--- src/include/rif_pkg.sv ---
// shared constants and state types of the radio flag register block
package rif_pkg;
	localparam int ADDR_W = 8;
	localparam int QCNT_W = 7;
	localparam int QUEUE_DEPTH = 66;
	// register indexes; byte address is four times the index
	localparam logic [5:0] IDX_CONFIG = 6'h20;
	localparam logic [5:0] IDX_SUPPLY_LOW = 6'h3D;
	localparam logic [5:0] IDX_FLAGS1 = 6'h3E;
	localparam logic [5:0] IDX_FLAGS2 = 6'h3F;
	localparam logic [ADDR_W-1:0] ADDR_CONFIG = {IDX_CONFIG, 2'h0};
	localparam logic [ADDR_W-1:0] ADDR_SUPPLY_LOW = {IDX_SUPPLY_LOW, 2'h0};
	localparam logic [ADDR_W-1:0] ADDR_FLAGS1 = {IDX_FLAGS1, 2'h0};
	localparam logic [ADDR_W-1:0] ADDR_FLAGS2 = {IDX_FLAGS2, 2'h0};
	// operating modes
	localparam logic [2:0] MODE_SLEEP = 3'h0;
	localparam logic [2:0] MODE_STANDBY = 3'h1;
	localparam logic [2:0] MODE_SYNTH = 3'h2;
	localparam logic [2:0] MODE_TX = 3'h3;
	localparam logic [2:0] MODE_RX = 3'h4;
	// primary flag bits
	localparam int F1_READY = 7;
	localparam int F1_RX_SETTLED = 6;
	localparam int F1_TX_SETTLED = 5;
	localparam int F1_LOCK = 4;
	localparam int F1_SIG_OVER = 3;
	localparam int F1_TIMEOUT = 2;
	localparam int F1_PREAMBLE = 1;
	localparam int F1_SYNC = 0;
	// secondary flag bits
	localparam int F2_FULL = 7;
	localparam int F2_EMPTY = 6;
	localparam int F2_LEVEL = 5;
	localparam int F2_OVERFLOW = 4;
	localparam int F2_SENT = 3;
	localparam int F2_PAYLOAD = 2;
	localparam int F2_CRC = 1;
	localparam int F2_LOW = 0;
	// config register fields and supply low enable bit
	localparam int CFG_MODE_LSB = 0;
	localparam int CFG_PKT = 3;
	localparam int CFG_CRC_EN = 4;
	localparam int CFG_KEEP = 5;
	localparam int CFG_LVL_LSB = 8;
	localparam int CFG_SSL_LSB = 16;
	localparam int LB_EN = 3;
	// reset values and bus response codes
	localparam logic [7:0] FLAGS1_RST = 8'h00;
	localparam logic [7:0] FLAGS2_RST = 8'h40;
	localparam logic [2:0] LB_TRIM_RST = 3'h2;
	localparam logic [1:0] RESP_OKAY = 2'h0;
	localparam logic [1:0] RESP_SLVERR = 2'h2;
	typedef struct packed {
		logic aw_ok;
		logic w_ok;
		logic [ADDR_W-1:0] waddr;
		logic [31:0] wdata;
		logic [3:0] wstrb;
		logic awready;
		logic wready;
		logic bvalid;
		logic [1:0] bresp;
		logic arready;
		logic rpend;
		logic [ADDR_W-1:0] raddr;
		logic rvalid;
		logic [1:0] rresp;
		logic [31:0] rdata;
	} rif_axil_s;
endpackage

--- src/include/rif_reg_if.sv ---
// register access carrier between bus slave and flag logic
`timescale 1ns/10ps
interface rif_reg_if;
	import rif_pkg::*;
	logic wr_en;
	logic [ADDR_W-1:0] wr_addr;
	logic [31:0] wr_data;
	logic [3:0] wr_strb;
	logic wr_ok;
	logic [ADDR_W-1:0] rd_addr;
	logic [31:0] rd_data;
	logic rd_ok;
	modport bus (output wr_en, wr_addr, wr_data, wr_strb, rd_addr,
		input wr_ok, rd_data, rd_ok);
	modport regs (input wr_en, wr_addr, wr_data, wr_strb, rd_addr,
		output wr_ok, rd_data, rd_ok);
endinterface

--- src/design/rif_axil_slave.sv ---
// axi4-lite slave front end of the flag register block
`timescale 1ns/10ps
module rif_axil_slave import rif_pkg::*; (
	input wire logic clock_in,
	input wire logic rst_in,
	input wire logic [ADDR_W-1:0] s_axi_awaddr_in,
	input wire logic s_axi_awvalid_in,
	output logic s_axi_awready_out,
	input wire logic [31:0] s_axi_wdata_in,
	input wire logic [3:0] s_axi_wstrb_in,
	input wire logic s_axi_wvalid_in,
	output logic s_axi_wready_out,
	output logic [1:0] s_axi_bresp_out,
	output logic s_axi_bvalid_out,
	input wire logic s_axi_bready_in,
	input wire logic [ADDR_W-1:0] s_axi_araddr_in,
	input wire logic s_axi_arvalid_in,
	output logic s_axi_arready_out,
	output logic [31:0] s_axi_rdata_out,
	output logic [1:0] s_axi_rresp_out,
	output logic s_axi_rvalid_out,
	input wire logic s_axi_rready_in,
	rif_reg_if.bus regs
);
	rif_axil_s s_r;
	rif_axil_s s_nxt;
	logic do_wr;

	always_comb begin
		s_nxt = s_r;
		do_wr = s_r.aw_ok && s_r.w_ok && !s_r.bvalid;
		if (s_r.awready && s_axi_awvalid_in) begin
			s_nxt.aw_ok = 1'b1;
			s_nxt.waddr = s_axi_awaddr_in;
		end
		if (s_r.wready && s_axi_wvalid_in) begin
			s_nxt.w_ok = 1'b1;
			s_nxt.wdata = s_axi_wdata_in;
			s_nxt.wstrb = s_axi_wstrb_in;
		end
		if (do_wr) begin
			s_nxt.aw_ok = 1'b0;
			s_nxt.w_ok = 1'b0;
			s_nxt.bvalid = 1'b1;
			s_nxt.bresp = regs.wr_ok ? RESP_OKAY : RESP_SLVERR;
		end
		if (s_r.bvalid && s_axi_bready_in) begin
			s_nxt.bvalid = 1'b0;
		end
		s_nxt.awready = !s_nxt.aw_ok && !s_nxt.bvalid;
		s_nxt.wready = !s_nxt.w_ok && !s_nxt.bvalid;
		// read: address, one cycle lookup, data
		if (s_r.arready && s_axi_arvalid_in) begin
			s_nxt.raddr = s_axi_araddr_in;
			s_nxt.rpend = 1'b1;
			s_nxt.arready = 1'b0;
		end
		if (s_r.rpend) begin
			s_nxt.rpend = 1'b0;
			s_nxt.rvalid = 1'b1;
			s_nxt.rdata = regs.rd_data;
			s_nxt.rresp = regs.rd_ok ? RESP_OKAY : RESP_SLVERR;
		end
		if (s_r.rvalid && s_axi_rready_in) begin
			s_nxt.rvalid = 1'b0;
			s_nxt.arready = 1'b1;
		end
	end

	always_ff @(posedge clock_in) begin
		if (rst_in) begin
			s_r <= '0;
			s_r.awready <= 1'b1;
			s_r.wready <= 1'b1;
			s_r.arready <= 1'b1;
		end else begin
			s_r <= s_nxt;
		end
	end

	assign regs.wr_en = do_wr;
	assign regs.wr_addr = s_r.waddr;
	assign regs.wr_data = s_r.wdata;
	assign regs.wr_strb = s_r.wstrb;
	assign regs.rd_addr = s_r.raddr;
	assign s_axi_awready_out = s_r.awready;
	assign s_axi_wready_out = s_r.wready;
	assign s_axi_bresp_out = s_r.bresp;
	assign s_axi_bvalid_out = s_r.bvalid;
	assign s_axi_arready_out = s_r.arready;
	assign s_axi_rdata_out = s_r.rdata;
	assign s_axi_rresp_out = s_r.rresp;
	assign s_axi_rvalid_out = s_r.rvalid;
endmodule

--- src/design/rif_status_flags.sv ---
// interrupt and status flag registers of the radio, top level
// Functional notes
// ready flag set when commanded mode reached
// ready flag cleared on any mode change
// receive settled set in rx, cleared leaving
// transmit settled after amp ramp, cleared leaving
// lock flag follows pll in synth/rx/tx
// strength over limit in rx; leave/w1c clears
// timeout set; cleared leaving rx or emptied
// preamble found set; cleared by writing one
// sync match set; leave rx/emptied clears
// sync match w1c only in continuous mode
// queue full exactly at 66 bytes
// queue empty when no bytes held
// level flag when count strictly above limit
// overflow set on overrun except in sleep
// writing one to overflow flushes queue, flags
// frame sent in tx, cleared leaving tx
// payload complete on last byte, checksum gated
// checksum good in rx, cleared when emptied
// supply low sticky until written one
// supply comparison only while monitor enabled
// zero writes and read-only bits ignored
//
// Added by the designer: register access over AXI4-Lite.
`timescale 1ns/10ps
module rif_status_flags import rif_pkg::*; #(
	parameter int QUEUE_DEPTH_P = QUEUE_DEPTH,
	parameter int QCNT_W_P = QCNT_W
) (
	input wire logic clock_in,
	input wire logic rst_in,
	input wire logic [ADDR_W-1:0] s_axi_awaddr_in,
	input wire logic s_axi_awvalid_in,
	output logic s_axi_awready_out,
	input wire logic [31:0] s_axi_wdata_in,
	input wire logic [3:0] s_axi_wstrb_in,
	input wire logic s_axi_wvalid_in,
	output logic s_axi_wready_out,
	output logic [1:0] s_axi_bresp_out,
	output logic s_axi_bvalid_out,
	input wire logic s_axi_bready_in,
	input wire logic [ADDR_W-1:0] s_axi_araddr_in,
	input wire logic s_axi_arvalid_in,
	output logic s_axi_arready_out,
	output logic [31:0] s_axi_rdata_out,
	output logic [1:0] s_axi_rresp_out,
	output logic s_axi_rvalid_out,
	input wire logic s_axi_rready_in,
	input wire logic xo_running_in,
	input wire logic pll_locked_in,
	input wire logic rx_sampling_in,
	input wire logic rx_settled_in,
	input wire logic pa_ramped_in,
	input wire logic [7:0] signal_strength_in,
	input wire logic timeout_in,
	input wire logic preamble_in,
	input wire logic sync_addr_in,
	input wire logic [QCNT_W_P-1:0] queue_count_in,
	input wire logic queue_overrun_in,
	input wire logic packet_sent_in,
	input wire logic payload_last_in,
	input wire logic checksum_ok_in,
	input wire logic battery_low_in,
	output logic [2:0] op_mode_out,
	output logic queue_clear_out,
	output logic supply_monitor_enable_out,
	output logic [2:0] supply_trim_out,
	output logic [7:0] flags_primary_out,
	output logic [7:0] flags_secondary_out
);
	if (QUEUE_DEPTH_P >= (1 << QCNT_W_P) || QCNT_W_P > 8) begin : g_chk
		$error("queue depth does not fit count width");
	end

	localparam logic [QCNT_W_P-1:0] DEPTH_C = QCNT_W_P'(QUEUE_DEPTH_P);
	localparam logic [QCNT_W_P-1:0] ZERO_C = '0;

	typedef struct packed {
		logic [2:0] mode;
		logic [2:0] cur;
		logic pkt;
		logic crc_en;
		logic keep;
		logic [QCNT_W_P-1:0] lvl;
		logic [7:0] ssl;
		logic [7:0] f1;
		logic [7:0] f2;
		logic lb_en;
		logic [2:0] lb_trim;
		logic qclr;
	} rif_state_s;

	rif_state_s s_r;
	rif_state_s s_nxt;
	rif_reg_if regs_if ();

	logic chg;
	logic in_rx;
	logic in_tx;
	logic leave_rx;
	logic leave_tx;
	logic rdy_cond;
	logic emptied;
	logic clr_q;
	logic wr_lane0;
	logic [7:0] w1c1;
	logic [7:0] w1c2;

	rif_axil_slave u_bus (
		.clock_in(clock_in),
		.rst_in(rst_in),
		.s_axi_awaddr_in(s_axi_awaddr_in),
		.s_axi_awvalid_in(s_axi_awvalid_in),
		.s_axi_awready_out(s_axi_awready_out),
		.s_axi_wdata_in(s_axi_wdata_in),
		.s_axi_wstrb_in(s_axi_wstrb_in),
		.s_axi_wvalid_in(s_axi_wvalid_in),
		.s_axi_wready_out(s_axi_wready_out),
		.s_axi_bresp_out(s_axi_bresp_out),
		.s_axi_bvalid_out(s_axi_bvalid_out),
		.s_axi_bready_in(s_axi_bready_in),
		.s_axi_araddr_in(s_axi_araddr_in),
		.s_axi_arvalid_in(s_axi_arvalid_in),
		.s_axi_arready_out(s_axi_arready_out),
		.s_axi_rdata_out(s_axi_rdata_out),
		.s_axi_rresp_out(s_axi_rresp_out),
		.s_axi_rvalid_out(s_axi_rvalid_out),
		.s_axi_rready_in(s_axi_rready_in),
		.regs(regs_if.bus)
	);

	// mode tracking and write decode
	always_comb begin
		chg = s_r.mode != s_r.cur;
		in_rx = (s_r.cur == MODE_RX) && !chg;
		in_tx = (s_r.cur == MODE_TX) && !chg;
		leave_rx = chg && (s_r.cur == MODE_RX);
		leave_tx = chg && (s_r.cur == MODE_TX);
		wr_lane0 = regs_if.wr_en && regs_if.wr_strb[0];
		// only ones on lane 0 of a flag register act
		w1c1 = (wr_lane0 && regs_if.wr_addr == ADDR_FLAGS1) ? regs_if.wr_data[7:0] : 8'h00;
		w1c2 = (wr_lane0 && regs_if.wr_addr == ADDR_FLAGS2) ? regs_if.wr_data[7:0] : 8'h00;
		clr_q = w1c2[F2_OVERFLOW];
		emptied = (queue_count_in == ZERO_C && !s_r.f2[F2_EMPTY]) || clr_q;
		case (s_r.cur)
			MODE_SLEEP: rdy_cond = 1'b1;
			MODE_STANDBY: rdy_cond = xo_running_in;
			MODE_SYNTH: rdy_cond = pll_locked_in;
			MODE_RX: rdy_cond = rx_sampling_in;
			MODE_TX: rdy_cond = pa_ramped_in;
			default: rdy_cond = 1'b0;
		endcase
	end

	// read mux
	always_comb begin
		regs_if.rd_ok = 1'b1;
		case (regs_if.rd_addr)
			ADDR_FLAGS1: regs_if.rd_data = {24'h000000, s_r.f1};
			ADDR_FLAGS2: regs_if.rd_data = {24'h000000, s_r.f2};
			ADDR_SUPPLY_LOW: regs_if.rd_data = {28'h0000000, s_r.lb_en, s_r.lb_trim};
			ADDR_CONFIG: begin
				regs_if.rd_data = '0;
				regs_if.rd_data[CFG_MODE_LSB +: 3] = s_r.mode;
				regs_if.rd_data[CFG_PKT] = s_r.pkt;
				regs_if.rd_data[CFG_CRC_EN] = s_r.crc_en;
				regs_if.rd_data[CFG_KEEP] = s_r.keep;
				regs_if.rd_data[CFG_LVL_LSB +: QCNT_W_P] = s_r.lvl;
				regs_if.rd_data[CFG_SSL_LSB +: 8] = s_r.ssl;
			end
			default: begin
				regs_if.rd_data = '0;
				regs_if.rd_ok = 1'b0;
			end
		endcase
		case (regs_if.wr_addr)
			ADDR_FLAGS1, ADDR_FLAGS2, ADDR_SUPPLY_LOW, ADDR_CONFIG: regs_if.wr_ok = 1'b1;
			default: regs_if.wr_ok = 1'b0;
		endcase
	end

	// next state
	always_comb begin
		s_nxt = s_r;
		s_nxt.cur = s_r.mode;
		if (regs_if.wr_en && regs_if.wr_addr == ADDR_CONFIG) begin
			if (regs_if.wr_strb[0]) begin
				s_nxt.mode = regs_if.wr_data[CFG_MODE_LSB +: 3];
				s_nxt.pkt = regs_if.wr_data[CFG_PKT];
				s_nxt.crc_en = regs_if.wr_data[CFG_CRC_EN];
				s_nxt.keep = regs_if.wr_data[CFG_KEEP];
			end
			if (regs_if.wr_strb[1]) begin
				s_nxt.lvl = regs_if.wr_data[CFG_LVL_LSB +: QCNT_W_P];
			end
			if (regs_if.wr_strb[2]) begin
				s_nxt.ssl = regs_if.wr_data[CFG_SSL_LSB +: 8];
			end
		end
		if (wr_lane0 && regs_if.wr_addr == ADDR_SUPPLY_LOW) begin
			s_nxt.lb_en = regs_if.wr_data[LB_EN];
			s_nxt.lb_trim = regs_if.wr_data[2:0];
		end
		// primary flags; a set in the clearing cycle wins, except ready, which a mode change clears
		s_nxt.f1[F1_READY] = !chg && (s_r.f1[F1_READY] || rdy_cond);
		s_nxt.f1[F1_RX_SETTLED] = (in_rx && rx_settled_in)
			|| (s_r.f1[F1_RX_SETTLED] && !leave_rx);
		s_nxt.f1[F1_TX_SETTLED] = (in_tx && pa_ramped_in)
			|| (s_r.f1[F1_TX_SETTLED] && !leave_tx);
		s_nxt.f1[F1_LOCK] = pll_locked_in && (s_r.cur == MODE_SYNTH
			|| s_r.cur == MODE_RX || s_r.cur == MODE_TX);
		s_nxt.f1[F1_SIG_OVER] = (in_rx && signal_strength_in > s_r.ssl)
			|| (s_r.f1[F1_SIG_OVER] && !leave_rx && !w1c1[F1_SIG_OVER]);
		s_nxt.f1[F1_TIMEOUT] = timeout_in
			|| (s_r.f1[F1_TIMEOUT] && !leave_rx && !emptied);
		s_nxt.f1[F1_PREAMBLE] = preamble_in
			|| (s_r.f1[F1_PREAMBLE] && !w1c1[F1_PREAMBLE]);
		s_nxt.f1[F1_SYNC] = sync_addr_in || (s_r.f1[F1_SYNC] && !leave_rx
			&& !emptied && !(w1c1[F1_SYNC] && !s_r.pkt));
		// queue flags follow the count unless a flush is under way
		if (clr_q || s_r.qclr) begin
			s_nxt.f2[F2_FULL] = 1'b0;
			s_nxt.f2[F2_EMPTY] = 1'b1;
			s_nxt.f2[F2_LEVEL] = 1'b0;
		end else begin
			s_nxt.f2[F2_FULL] = queue_count_in == DEPTH_C;
			s_nxt.f2[F2_EMPTY] = queue_count_in == ZERO_C;
			s_nxt.f2[F2_LEVEL] = queue_count_in > s_r.lvl;
		end
		s_nxt.f2[F2_OVERFLOW] = (queue_overrun_in && s_r.cur != MODE_SLEEP)
			|| (s_r.f2[F2_OVERFLOW] && !clr_q);
		s_nxt.qclr = clr_q;
		s_nxt.f2[F2_SENT] = (in_tx && packet_sent_in)
			|| (s_r.f2[F2_SENT] && !leave_tx);
		s_nxt.f2[F2_PAYLOAD] = (in_rx && payload_last_in
			&& (!s_r.crc_en || s_r.keep || checksum_ok_in))
			|| (s_r.f2[F2_PAYLOAD] && !emptied);
		s_nxt.f2[F2_CRC] = (in_rx && payload_last_in && checksum_ok_in)
			|| (s_r.f2[F2_CRC] && !emptied);
		s_nxt.f2[F2_LOW] = (s_r.lb_en && battery_low_in)
			|| (s_r.f2[F2_LOW] && !w1c2[F2_LOW]);
	end

	always_ff @(posedge clock_in) begin
		if (rst_in) begin
			s_r <= '0;
			s_r.f1 <= FLAGS1_RST;
			s_r.f2 <= FLAGS2_RST;
			s_r.lb_trim <= LB_TRIM_RST;
			s_r.mode <= MODE_SLEEP;
			s_r.cur <= MODE_SLEEP;
		end else begin
			s_r <= s_nxt;
		end
	end

	assign op_mode_out = s_r.cur;
	assign queue_clear_out = s_r.qclr;
	assign supply_monitor_enable_out = s_r.lb_en;
	assign supply_trim_out = s_r.lb_trim;
	assign flags_primary_out = s_r.f1;
	assign flags_secondary_out = s_r.f2;
endmodule

--- config.mk ---
export PLATFORM = sky130hd
export DESIGN_NAME = rif_status_flags
export DESIGN_NICKNAME = d
export VERILOG_FILES = /design/src/include/rif_pkg.sv /design/src/include/rif_reg_if.sv /design/src/design/rif_axil_slave.sv /design/src/design/rif_status_flags.sv
export SDC_FILE = /design/constraint.sdc
export NUM_CORES = 1
export LEC_CHECK = 0
export ABC_CLOCK_PERIOD_IN_PS = 4400
export BUFFER_PORTS_ARGS = -buffer_cell sky130_fd_sc_hd__buf_4
export CORE_MARGIN = 5
export CORE_UTILIZATION = 56
export CTS_CLUSTER_DIAMETER = 30
export DETAILED_ROUTE_END_ITERATION = 6
export PLACE_DENSITY = 0.95
export REMOVE_ABC_BUFFERS = 1
export SYNTH_ARGS = -nofsm -noshare
export SYNTH_HDL_FRONTEND = slang
export SYNTH_SLANG_ARGS = --single-unit
export TNS_END_PERCENT = 10
--- constraint.sdc ---
create_clock -name clock_in -period 4.4 [get_ports clock_in]
set_input_delay 0.44 -clock clock_in [delete_from_list [all_inputs] [get_ports clock_in]]
set_output_delay 0.44 -clock clock_in [all_outputs]
set_load 0.1 [all_outputs]
==> results.md, run 1 <==
- Status: finished clean
- Commonest non-fill, non-tap cell in the layout: buf_4
- Initial antenna violation count: 0
- Critical Path RT: approximately 4800 ps
- DR vias/cell: around 5.6
- Final Hold Fails: 0
- Setup crit end kind: flip-flop
- P per Cell Area: about 440 nW/um2
- Avg Cell Area, Syn: 8.412 um2
- Std-Cell Rows: 35
- Die area: 11430 um2
- Area of the core: 9196 um2
- Setup_tns: 0 ps
- Final Skew: 10.62 ps
- Peak VDD IR: roughly 340 uV
- Drc violations: 0
- CTS Buf Count: 17
- Max Cap Viol: 0
- CTS root buf: clkbuf_8
- Post-route antenna net violation count: 0
- Share of cells above drive strength 1: 0.2380
- DIE HEIGHT: roughly 110 um
- H-tree Lvls: 4
- Routed wl met2: between 6000 and 7000 um
- Setup WS post-layout: 2250 ps
- GR Overflow Total: 0
- Pin count of the biggest net entering global routing: 90
- RSZ-0062 raised after global routing: false
- Hold_sp: timeout_in
- Wirelength, routed: between 10000 and 15000 um
- WL/cell: 15.76 um
- Peak Freq: 465.0 MHz
- First-pass GRT wire length: approximately 21000 um
- Clock Pin Slew Worst Setup and Hold Paths: about 60 ps
- Layout Area Growth over Synthesis: 22.04%
- Die width: ~110 um
- WS Path Type: flip-flop to flip-flop
- Final setup vio count: 0
- Met1 wire length: between 5000 and 6000 um
- Arr. time, crit path: about 2500 ps
- CTS sink count: between 100 and 150
- RR Startpoint: u_bus.regs.rd_addr[2]
- Worst-margin pin slew: slightly above 900 ps
- Maximum clock insertion buffer count: 2
- Port Buf Inserts: ~130
- Yosys reg bits: 118
- Commonest cells after routing, fill and taps aside: buf_4 (130), dfxtp_1 (118), nand2_1 (107), a21oi_1 (82), nand3_1 (45)
- Area of the mapped netlist: 5258 um2
- Initial Utilization: 0.5717
- Initial drt markers: between 150 and 200
- Crit path from: u_bus.regs.rd_addr[2]
- Hold Path Stages: 3
- Ys flop type: dfxtp_1
- DR pass1 iterations: 5
- # resized after CTS: 0
- Final #Nets: between 700 and 800
- Worst slack, placed: ~2200 ps
- Via count: ~4500
- IO Pins: ~150
- Leak: roughly 2.6 nW
- Post-synth EDFFs: 0
- Min cycle time layout: ~2200 ps
- Crit share post-route: 0.4887
- Hold crit path type: input port to flip-flop
- Synth unique cells: between 40 and 50
- Highest routed layer: met4
- Fill cells: between 600 and 700
- Max-slew violations: 0
- GPL Wtd Cong: around 0.83
- Startpoint types: flip-flop
- R2r setup slk: roughly 2200 ps
- R2R Path End: u_bus.s_axi_rdata_out[4]
- HPWL Detailed: about 9400 um
- Mapped Cells: about 630
- Clock Latency Late Sink: 500 ps
- Synth warn: 0
- Antenna cells: 0
- Cts hold-fix bufs: 0
- CTS tree: built
- Hold endpoint: flags_primary_out[2]
- Relative slew slack: 0.3803
- Reg2Reg Depth: 4
- Largest fanout on the critical path: 12
- Number of global-route vias before repair: about 4500
- Post-CTS Setup Bufs: 0
- Async set-reset flop share out of synthesis: 0
- Tot GR Track Use: 0.2261
- Register area share after synthesis: 0.4493
- Met3 wire len: 892 um
-- power breakdown --
group	leakage, nW	total, mW	switching (mW)	internal [mW]
clock network	0.285	1.37	0.481	0.894
logic	1.36	0.300	0.203	0.0967
registers	0.961	1.15	0.0399	1.11
total	2.61	2.82	0.724	2.10
-- stage by stage --
step / instance area (um2) / total power, mW / utilization / hold WS [ps] / cells
6_report: 6416 / 2.821 / 0.6977 / 144.6 / 817
5_1_grt: 6416 / 2.911 / 0.6977 / 162.2 / 817
4_1_cts: 6416 / 2.828 / 0.6977 / 134.3 / 817
3_5_place_dp: 5818 / 1.466 / 0.6327 / 448.7 / 785
3_3_place_gp: 5818 / 1.455 / 0.6327 / 437.0 / 785
2_1_floorplan: 4703 / 1.350 / - / 425.5 / 544
-- worst max-delay path, cell delays in order, from the launching register on --
cell and delay (ps):
dfxtp_1 700, nor2_1 150, and3_1 310, o21ai_0 600, o21ai_0 230
-- worst max path at each step --
| stage | to | slack (ps) | cells past startpoint |
|---|---|---|---|
| 2_1_floorplan | s_r[21] | 2040 | 5 |
| 3_3_place_gp | flags_primary_out[0] | 2200 | 6 |
| 3_5_place_dp | flags_primary_out[0] | 2180 | 6 |
| 4_1_cts | u_bus.s_axi_rdata_out[4] | 2270 | 4 |
| 5_1_grt | u_bus.s_axi_rdata_out[3] | 2120 | 4 |
| 6_report | u_bus.s_axi_rdata_out[4] | 2250 | 4 |
-- sequential cells by signal (all words and copies together), names as in the netlist, 8 cells and up --
| name | cells |
|---|---|
| s_r | 18 |
| u_bus.regs.wr_addr | 8 |
| u_bus.regs.rd_addr | 8 |
| u_bus.s_axi_rdata_out | 23 |
| flags_primary_out | 8 |
| u_bus.regs.wr_data | 21 |
| flags_secondary_out | 8 |
-- logic make-up (layout without fill, tap and decap cells) --
kind of cell / Yosys count / in the layout / synth area share
mux: 8 / 8 / 0.01523
other cells: 1 / 11 / 0.0007133
compound gates: 133 / 133 / 0.1516
simple gates: 234 / 234 / 0.2142
fa+ha+maj: 15 / 15 / 0.03570
xor+xnor: 3 / 3 / 0.004999
buf+inv: 113 / 184 / 0.1283
flops: 118 / 118 / 0.4493
-- layout make-up --
cell class                      count  area [um2]  share of cell area
Clock buffer                       21       449.2             0.07001
Clock inverter                     11       148.9             0.02321
Inverter                           22       82.58             0.01287
Multi-Input combinational cell    404        2258              0.3520
Sequential cell                   118        2362              0.3682
Tap cell                          111       138.9             0.02165
Timing Repair Buffer              130       975.9              0.1521
-- per-layer routing --
metal  vias to the layer above  track usage
met5                         -            0
met4                         0      0.08402
met3                        24      0.05117
met2                       197       0.4024
met1                      2099       0.2645
li1                       2217            -
-- cells in the mapped netlist (2+ instances only) --
| cell | n | area [um2] |
|---|---|---|
| clkbuf_1 | 23 | 86.33 |
| nor3_1 | 8 | 40.04 |
| inv_1 | 22 | 82.58 |
| ha_1 | 15 | 187.7 |
| a221oi_1 | 5 | 43.79 |
| nand2b_1 | 2 | 12.51 |
| o21a_1 | 3 | 22.52 |
| nor3b_1 | 5 | 37.54 |
| a222oi_1 | 2 | 20.02 |
| nand4_1 | 4 | 25.02 |
| dfxtp_1 | 118 | 2362 |
| mux2i_1 | 8 | 80.08 |
| nor2_1 | 29 | 108.9 |
| o31ai_1 | 2 | 15.01 |
| nand3_1 | 45 | 225.2 |
| o2bb2ai_1 | 2 | 17.52 |
| buf_6 | 3 | 33.78 |
| o21ai_0 | 13 | 65.06 |
| a21oi_1 | 82 | 410.4 |
| nor4_4 | 2 | 42.54 |
| xnor2_1 | 3 | 26.28 |
| and3_2 | 2 | 15.01 |
| nor2b_1 | 10 | 62.56 |
| buf_2 | 4 | 20.02 |
| nand2_1 | 107 | 401.6 |
| nand3b_1 | 5 | 37.54 |
| a21boi_0 | 2 | 15.01 |
| a22o_1 | 15 | 131.4 |
| and3_1 | 3 | 18.77 |
| and4_1 | 2 | 17.52 |
| and2_1 | 3 | 18.77 |
| buf_4 | 59 | 442.9 |
Note: power is estimated with default switching activity, not from simulation.
==> inputs of run 2 (changes only) <==
- ABC_CLOCK_PERIOD_IN_PS: 4400 -> 2250
- CORE_UTILIZATION: 56 -> 52
- PLACE_DENSITY: 0.95 -> 0.91
- clock period: 4.4 -> 2.25 ns (I/O delays scaled with it)
==> run 2 against run 1 <==
Global-route usage is 0.52 points higher. Sequential cell count stayed put. Final cell count is 9.8% higher. Die area is 7.0% higher. Critical path depth is 1 higher. Power is 94% higher. Critical path type unchanged. Cell area is 8.9% higher. Register-to-register slack worse by 2000 ps. Largest cell class unchanged.
==> results.md, run 2 (synthesis gave the netlist of run 1 again) <==
- Status: finished clean
- Largest fanout on the critical path: 15 (+3)
- Setup WS post-layout: 264.6 ps (-1985 ps)
- Max reg flops: 23 (unchanged)
- Hold_sp: s_axi_araddr_in[5]
- Initial Utilization: 0.5354 (-0.03628)
- Initial drt markers: 408 (+110%)
- Setup_tns: 0 ps (unchanged)
- Routed wl met2: 7220 um (+9.9%)
- RR Startpoint: u_bus.regs.wr_addr[7]
- Setup crit end kind: flip-flop
- Post-route antenna net violation count: 0 (unchanged)
- CTS sink count: 118 (unchanged)
- Min cycle time layout: 1985 ps (-165.0 ps)
- Number of global-route vias before repair: 4852 (+8.1%)
- Tot GR Track Use: 0.2313 (+0.005221)
- Final setup vio count: 0 (unchanged)
- DIE HEIGHT: 110.6 um (+3.4%)
- Area of the core: 9819 um2 (+6.8%)
- Hold crit path type: input port to flip-flop
- Std-Cell Rows: 36 (+2.9%)
- RSZ-0062 raised after global routing: false
- Leak: 2.853 nW (+9.3%)
- Hold endpoint: u_bus.regs.rd_addr[5]
- WS Path Type: flip-flop to flip-flop
- Clock Pin Slew Worst Setup and Hold Paths: 60 ps (about the same)
- Highest routed layer: met4
- Pin count of the biggest net entering global routing: 44 (-51%)
- Maximum clock insertion buffer count: 2 (unchanged)
- Final Hold Fails: 0 (unchanged)
- GR Overflow Total: 0 (unchanged)
- Layout Area Growth over Synthesis: 32.89%
- DR pass1 iterations: 7 (+2)
- Arr. time, crit path: 2430 ps (-70 ps)
- Wirelength, routed: 14510 um (+13%)
- Max-slew violations: 0 (unchanged)
- Drc violations: 0 (unchanged)
- Post-CTS Setup Bufs: 0 (unchanged)
- Area occupied by multi-input gates: 2258 um2 (unchanged)
- Clock Latency Late Sink: 510 ps (about the same)
- Final Skew: 9.059 ps (-1.565 ps)
- IO Pins: 152 (unchanged)
- Max Cap Viol: 0 (unchanged)
- R2R Path End: s_r[23]
- WL/cell: 16.17 um (+2.6%)
- Register area: 2362 um2 (unchanged)
- # resized after CTS: 0 (unchanged)
- Worst-margin pin slew: 770.4 ps (-157.2 ps)
- Peak VDD IR: 509.1 uV (+48%)
- HPWL Detailed: 9829 um (+4.1%)
- Max stage delay on crit path: 550 ps (-150 ps)
- Relative slew slack: 0.4851 (+0.1049)
- Commonest cells after routing, fill and taps aside: buf_4 (138), dfxtp_1 (118), nand2_1 (107), a21oi_1 (82), dlygate4sd3_1 (53)
- P per Cell Area: 784.6 nW/um2 (+78%)
- Startpoint types: flip-flop
- DR vias/cell: 5.441 (-2.0%)
- H-tree Lvls: 4 (unchanged)
- Die width: 110.6 um (+3.4%)
- Power consumption: 5.482 mW (+94%)
- Crit share post-route: 0.8824 (+0.3937)
- Die area: 12220 um2 (+7.0%)
- Antenna cells: 0 (unchanged)
- Crit-path cells: or3b_4, nor4_4, buf_4, nand3_1, a21oi_1
- CTS tree: built
- GPL Wtd Cong: 0.8504 (+2.1%)
- CTS root buf: clkbuf_8
- Hold Path Stages: 3 (unchanged)
- Worst slack, placed: 313.3 ps (-1863 ps)
- Initial antenna violation count: 0 (unchanged)
- First-pass GRT wire length: 23490 um (+12%)
- Reg2Reg Depth: 5 (+1)
- Fill cells: 719 (+3.8%)
- Commonest non-fill, non-tap cell in the layout: buf_4
- Via count: 4881 (+7.6%)
- Util after Layout: 0.7115 (+0.01383)
- CTS Buf Count: 17 (unchanged)
- Critical Path Slowest Stage Cell: nor4_4
- Peak Freq: 503.7 MHz (+8.3%)
- Critical Path RT: 2690 ps (-2060 ps)
- Met3 wire len: 1078 um (+21%)
- Met1 wire length: 5816 um (+13%)
- Final #Nets: 856 (+7.7%)
- Share of cells above drive strength 1: 0.2212 (-0.01676)
- WHS: 6.451 ps (-138.2 ps)
- R2r setup slk: 260 ps (-1990 ps)
- Port Buf Inserts: 128 (unchanged)
[run 2: area by class of cell]
cell class / count / share of cell area
multi-input cells: 404 / 0.3232
flip-flops and latches: 118 / 0.3381
clock buffers: 24 / 0.06447
well taps: 133 / 0.02382
inverters: 22 / 0.01182
clock inverters: 5 / 0.01433
repair buffers: 191 / 0.2242
[run 2: what timing repair did]
item | 4_1_cts | 5_1_grt
endpoints found under the hold margin | 50 | 1
setup endpoints to repair | 0 | 0
hold buffers | 52 | 1
[run 2: worst max-delay path by stage]
stage	slack, ps	start	cells after the start	to
after floorplan	-110	u_bus.s_axi_bvalid_out	5	s_r[21]
after global placement	310	queue_count_in[2]	6	flags_primary_out[0]
after detailed placement	310	u_bus.regs.wr_addr[3]	5	s_r[23]
after CTS	280	u_bus.regs.wr_addr[3]	5	s_r[28]
after global routing	70	u_bus.regs.rd_addr[0]	5	u_bus.s_axi_rdata_out[0]
final	260	u_bus.regs.wr_addr[7]	5	s_r[23]
[run 2: layer usage]
metal | track usage | vias to the layer above
li1 | - | 2333
met1 | 0.2713 | 2261
met2 | 0.4005 | 256
met3 | 0.06291 | 31
met4 | 0.08949 | 0
met5 | 0 | -
[run 2: through the flow]
step	area [um2]	cells
final	6987	897
after global routing	6987	897
after CTS	6977	896
after detailed placement	5906	815
after global placement	5906	815
after floorplan	4703	544
[run 2: where the power goes]
group	total (mW)	leakage (nW)	internal, mW	switching [mW]
clock network	2.56	0.269	1.69	0.871
logic	0.682	1.62	0.256	0.427
registers	2.24	0.961	2.16	0.0723
[run 2: critical path: cells and delay by family (launching register included)]
family / cells / cell delay (ps)
AND/OR/NAND/NOR: 3 / 1110
AO/OA/AOI/OAI: 1 / 160
flip-flops: 1 / 330
buffers and inverters: 1 / 300
==> inputs of run 3 (changes only) <==
- CAP_MARGIN: default -> 20
- CORE_UTILIZATION: 52 -> 56
- PLACE_DENSITY: 0.91 -> 0.93
- SYNTH_HIERARCHICAL: default -> 1
==> run 3 against run 2 <==
First-iteration DRC count decreased by 22%. Register-to-register slack about the same. Die area increased by 15%. Critical path depth increased by 2. Clock skew decreased by 3.0 ps. Utilization decreased by 6.5 points. Largest cell class is now multi-input combinational cells. Largest power group unchanged.
==> results.md, run 3 <==
- Status: finished clean
- Peak Freq: 502.7 MHz (-0.19%)
- CTS root buf: clkbuf_16
- Relative slew slack: 0.5554 (+0.07028)
- Pin count of the biggest net entering global routing: 56 (+27%)
- Clock power share: 0.456 (-0.011)
- Setup crit end kind: flip-flop
- Crit share post-route: 0.8841 (+0.001671)
- Mapped Cells: 707 (+13%)
- WL/cell: 16.18 um (about the same)
- Final Skew: 6.093 ps (-2.966 ps)
- Critical Path RT: 2550 ps (-140 ps)
- First-pass GRT wire length: 23720 um (+1.0%)
- Layout Area Growth over Synthesis: 12.59%
- Final #Nets: 839 (-2.0%)
- Post-route antenna net violation count: 0 (unchanged)
- Cts hold-fix bufs: 1 (-98%)
- Peak VDD IR: 658.9 uV (+29%)
- CTS sink count: 127 (+7.6%)
- Drc violations: 0 (unchanged)
- Tot GR Track Use: 0.2075 (-0.02380)
- Sw frac: 0.2519 (+0.002072)
- CTS Buf Count: 17 (unchanged)
- Maximum clock insertion buffer count: 2 (unchanged)
- Initial drt markers: 317 (-22%)
- R2r setup slk: 260 ps (about the same)
- Post-CTS Setup Bufs: 0 (unchanged)
- DIE HEIGHT: 118.5 um (+7.2%)
- P per Cell Area: 763.5 nW/um2 (-2.7%)
- HPWL Detailed: 10230 um (+4.1%)
- Via count: 4808 (-1.5%)
- Share of cells above drive strength 1: 0.3013 (+0.08013)
- Avg Cell Area, Syn: 9.318 um2 (+11%)
- Arr. time, crit path: 2290 ps (-140 ps)
- Synth warn: 6 (+6)
- Clock Pin Slew Worst Setup and Hold Paths: 50 ps (about the same)
- Fill cells: 920 (+28%)
- Max reg flops: 32 (+39%)
- Die width: 118.5 um (+7.2%)
- Final setup vio count: 0 (unchanged)
- Final Non-Filler Cells: 893 (-0.45%)
- Final Hold Fails: 0 (unchanged)
- Wirelength, routed: 14450 um (-0.41%)
- Final Cell Area: 7417 um2 (+6.2%)
- P_sw: 1.427 mW (+4.2%)
- Util after Layout: 0.6468 (-0.06471)
- Startpoint types: flip-flop
- GR Overflow Total: 0 (unchanged)
- Max-slew violations: 0 (unchanged)
- GPL Wtd Cong: 0.8507 (about the same)
- WHS: 64.30 ps (+57.85 ps)
- Worst-margin pin slew: 664.4 ps (-106.0 ps)
- RSZ-0062 raised after global routing: false
- Combinational Power Share: 0.120 (-0.004)
- Die area: 14030 um2 (+15%)
- Min cycle time layout: 1989 ps (+3.760 ps)
- Std-Cell Rows: 39 (+8.3%)
- Commonest non-fill, non-tap cell in the layout: buf_4
- Hold crit path type: input port to flip-flop
- Flop pwr share: 0.425 (+0.017)
- P_int: 4.236 mW (+3.0%)
- Number of global-route vias before repair: 4834 (-0.37%)
- Placed cells: 860 (+5.5%)
- Area of the mapped netlist: 6588 um2 (+25%)
- Commonest cells after routing, fill and taps aside: buf_4 (144), dfxtp_1 (125), nor2_1 (71), mux2i_1 (56), nand3_1 (45)
- Clock Latency Late Sink: 420 ps (-90 ps)
- # resized after CTS: 0 (unchanged)
- Leak: 3.217 nW (+13%)
- Power consumption: 5.663 mW (+3.3%)
- DR vias/cell: 5.384 (-1.1%)
- Initial antenna violation count: 0 (unchanged)
- Placed instance area: 6843 um2 (+16%)
- Largest fanout on the critical path: 4 (-11)
- Port Buf Inserts: 137 (+7.0%)
- Initial Utilization: 0.5745 (+0.03905)
- Area of the core: 11470 um2 (+17%)
- H-tree Lvls: 4 (unchanged)
- Antenna cells: 0 (unchanged)
- Max Cap Viol: 0 (unchanged)
- WS Path Type: flip-flop to flip-flop
- DR pass1 iterations: 5 (-2)
- CTS tree: built
- IO Pins: 152 (unchanged)
==> run 3: routing by layer <==
layer	GRT usage	up-vias	wire, um
met5	0	-	0
met4	0.09072	0	379
met3	0.06160	31	904
met2	0.3365	152	7003
met1	0.2563	2250	6158
li1	-	2375	-
==> run 3: area by class of cell <==
class / count / area, um2 / area share
clock buffer: 26 / 509.2 / 0.06866
multi-input combinational: 414 / 2885 / 0.3890
tap: 143 / 178.9 / 0.02412
sequential: 127 / 2545 / 0.3431
inverter: 30 / 112.6 / 0.01518
clock inverter: 6 / 55.05 / 0.007422
timing repair buffer: 147 / 1131 / 0.1525
==> run 3: worst paths after layout <==
kind / startpoint / to / cells past startpoint
max reg2reg: u_bus/s_axi_bvalid_out / flags_secondary_out[2] / 7
min reg2reg: u_bus/s_axi_bresp_out[1] / u_bus/s_axi_bresp_out[1] / 2
min: packet_sent_in / flags_secondary_out[3] / 3
max: u_bus/s_axi_bvalid_out / flags_secondary_out[2] / 7
==> run 3: power groups by stage <==
stage               combinational (mW)  sequential, mW  clock, mW
floorplan                        0.216            2.62          0
global placement                 0.660            2.45          0
detailed placement               0.671            2.45          0
CTS                              0.677            2.40       2.63
global route                     0.722            2.41       2.74
finish                           0.677            2.40       2.58
==> run 3: stage by stage <==
step	worst slack, ps	setup TNS, ps
5_1_grt	82.85	0
3_3_place_gp	242.1	0
3_5_place_dp	218.7	0
6_report	260.9	0
4_1_cts	277.0	0
2_1_floorplan	-181.4	-811.3
==> run 3: critical path: stages (launching register included) <==
cell       delay (ps)
dfxtp_1           330
nand3b_1          210
inv_1             100
nand4bb_1         160
or4_1             590
o21ai_1           220
nor2_1            110
o2bb2ai_1         150
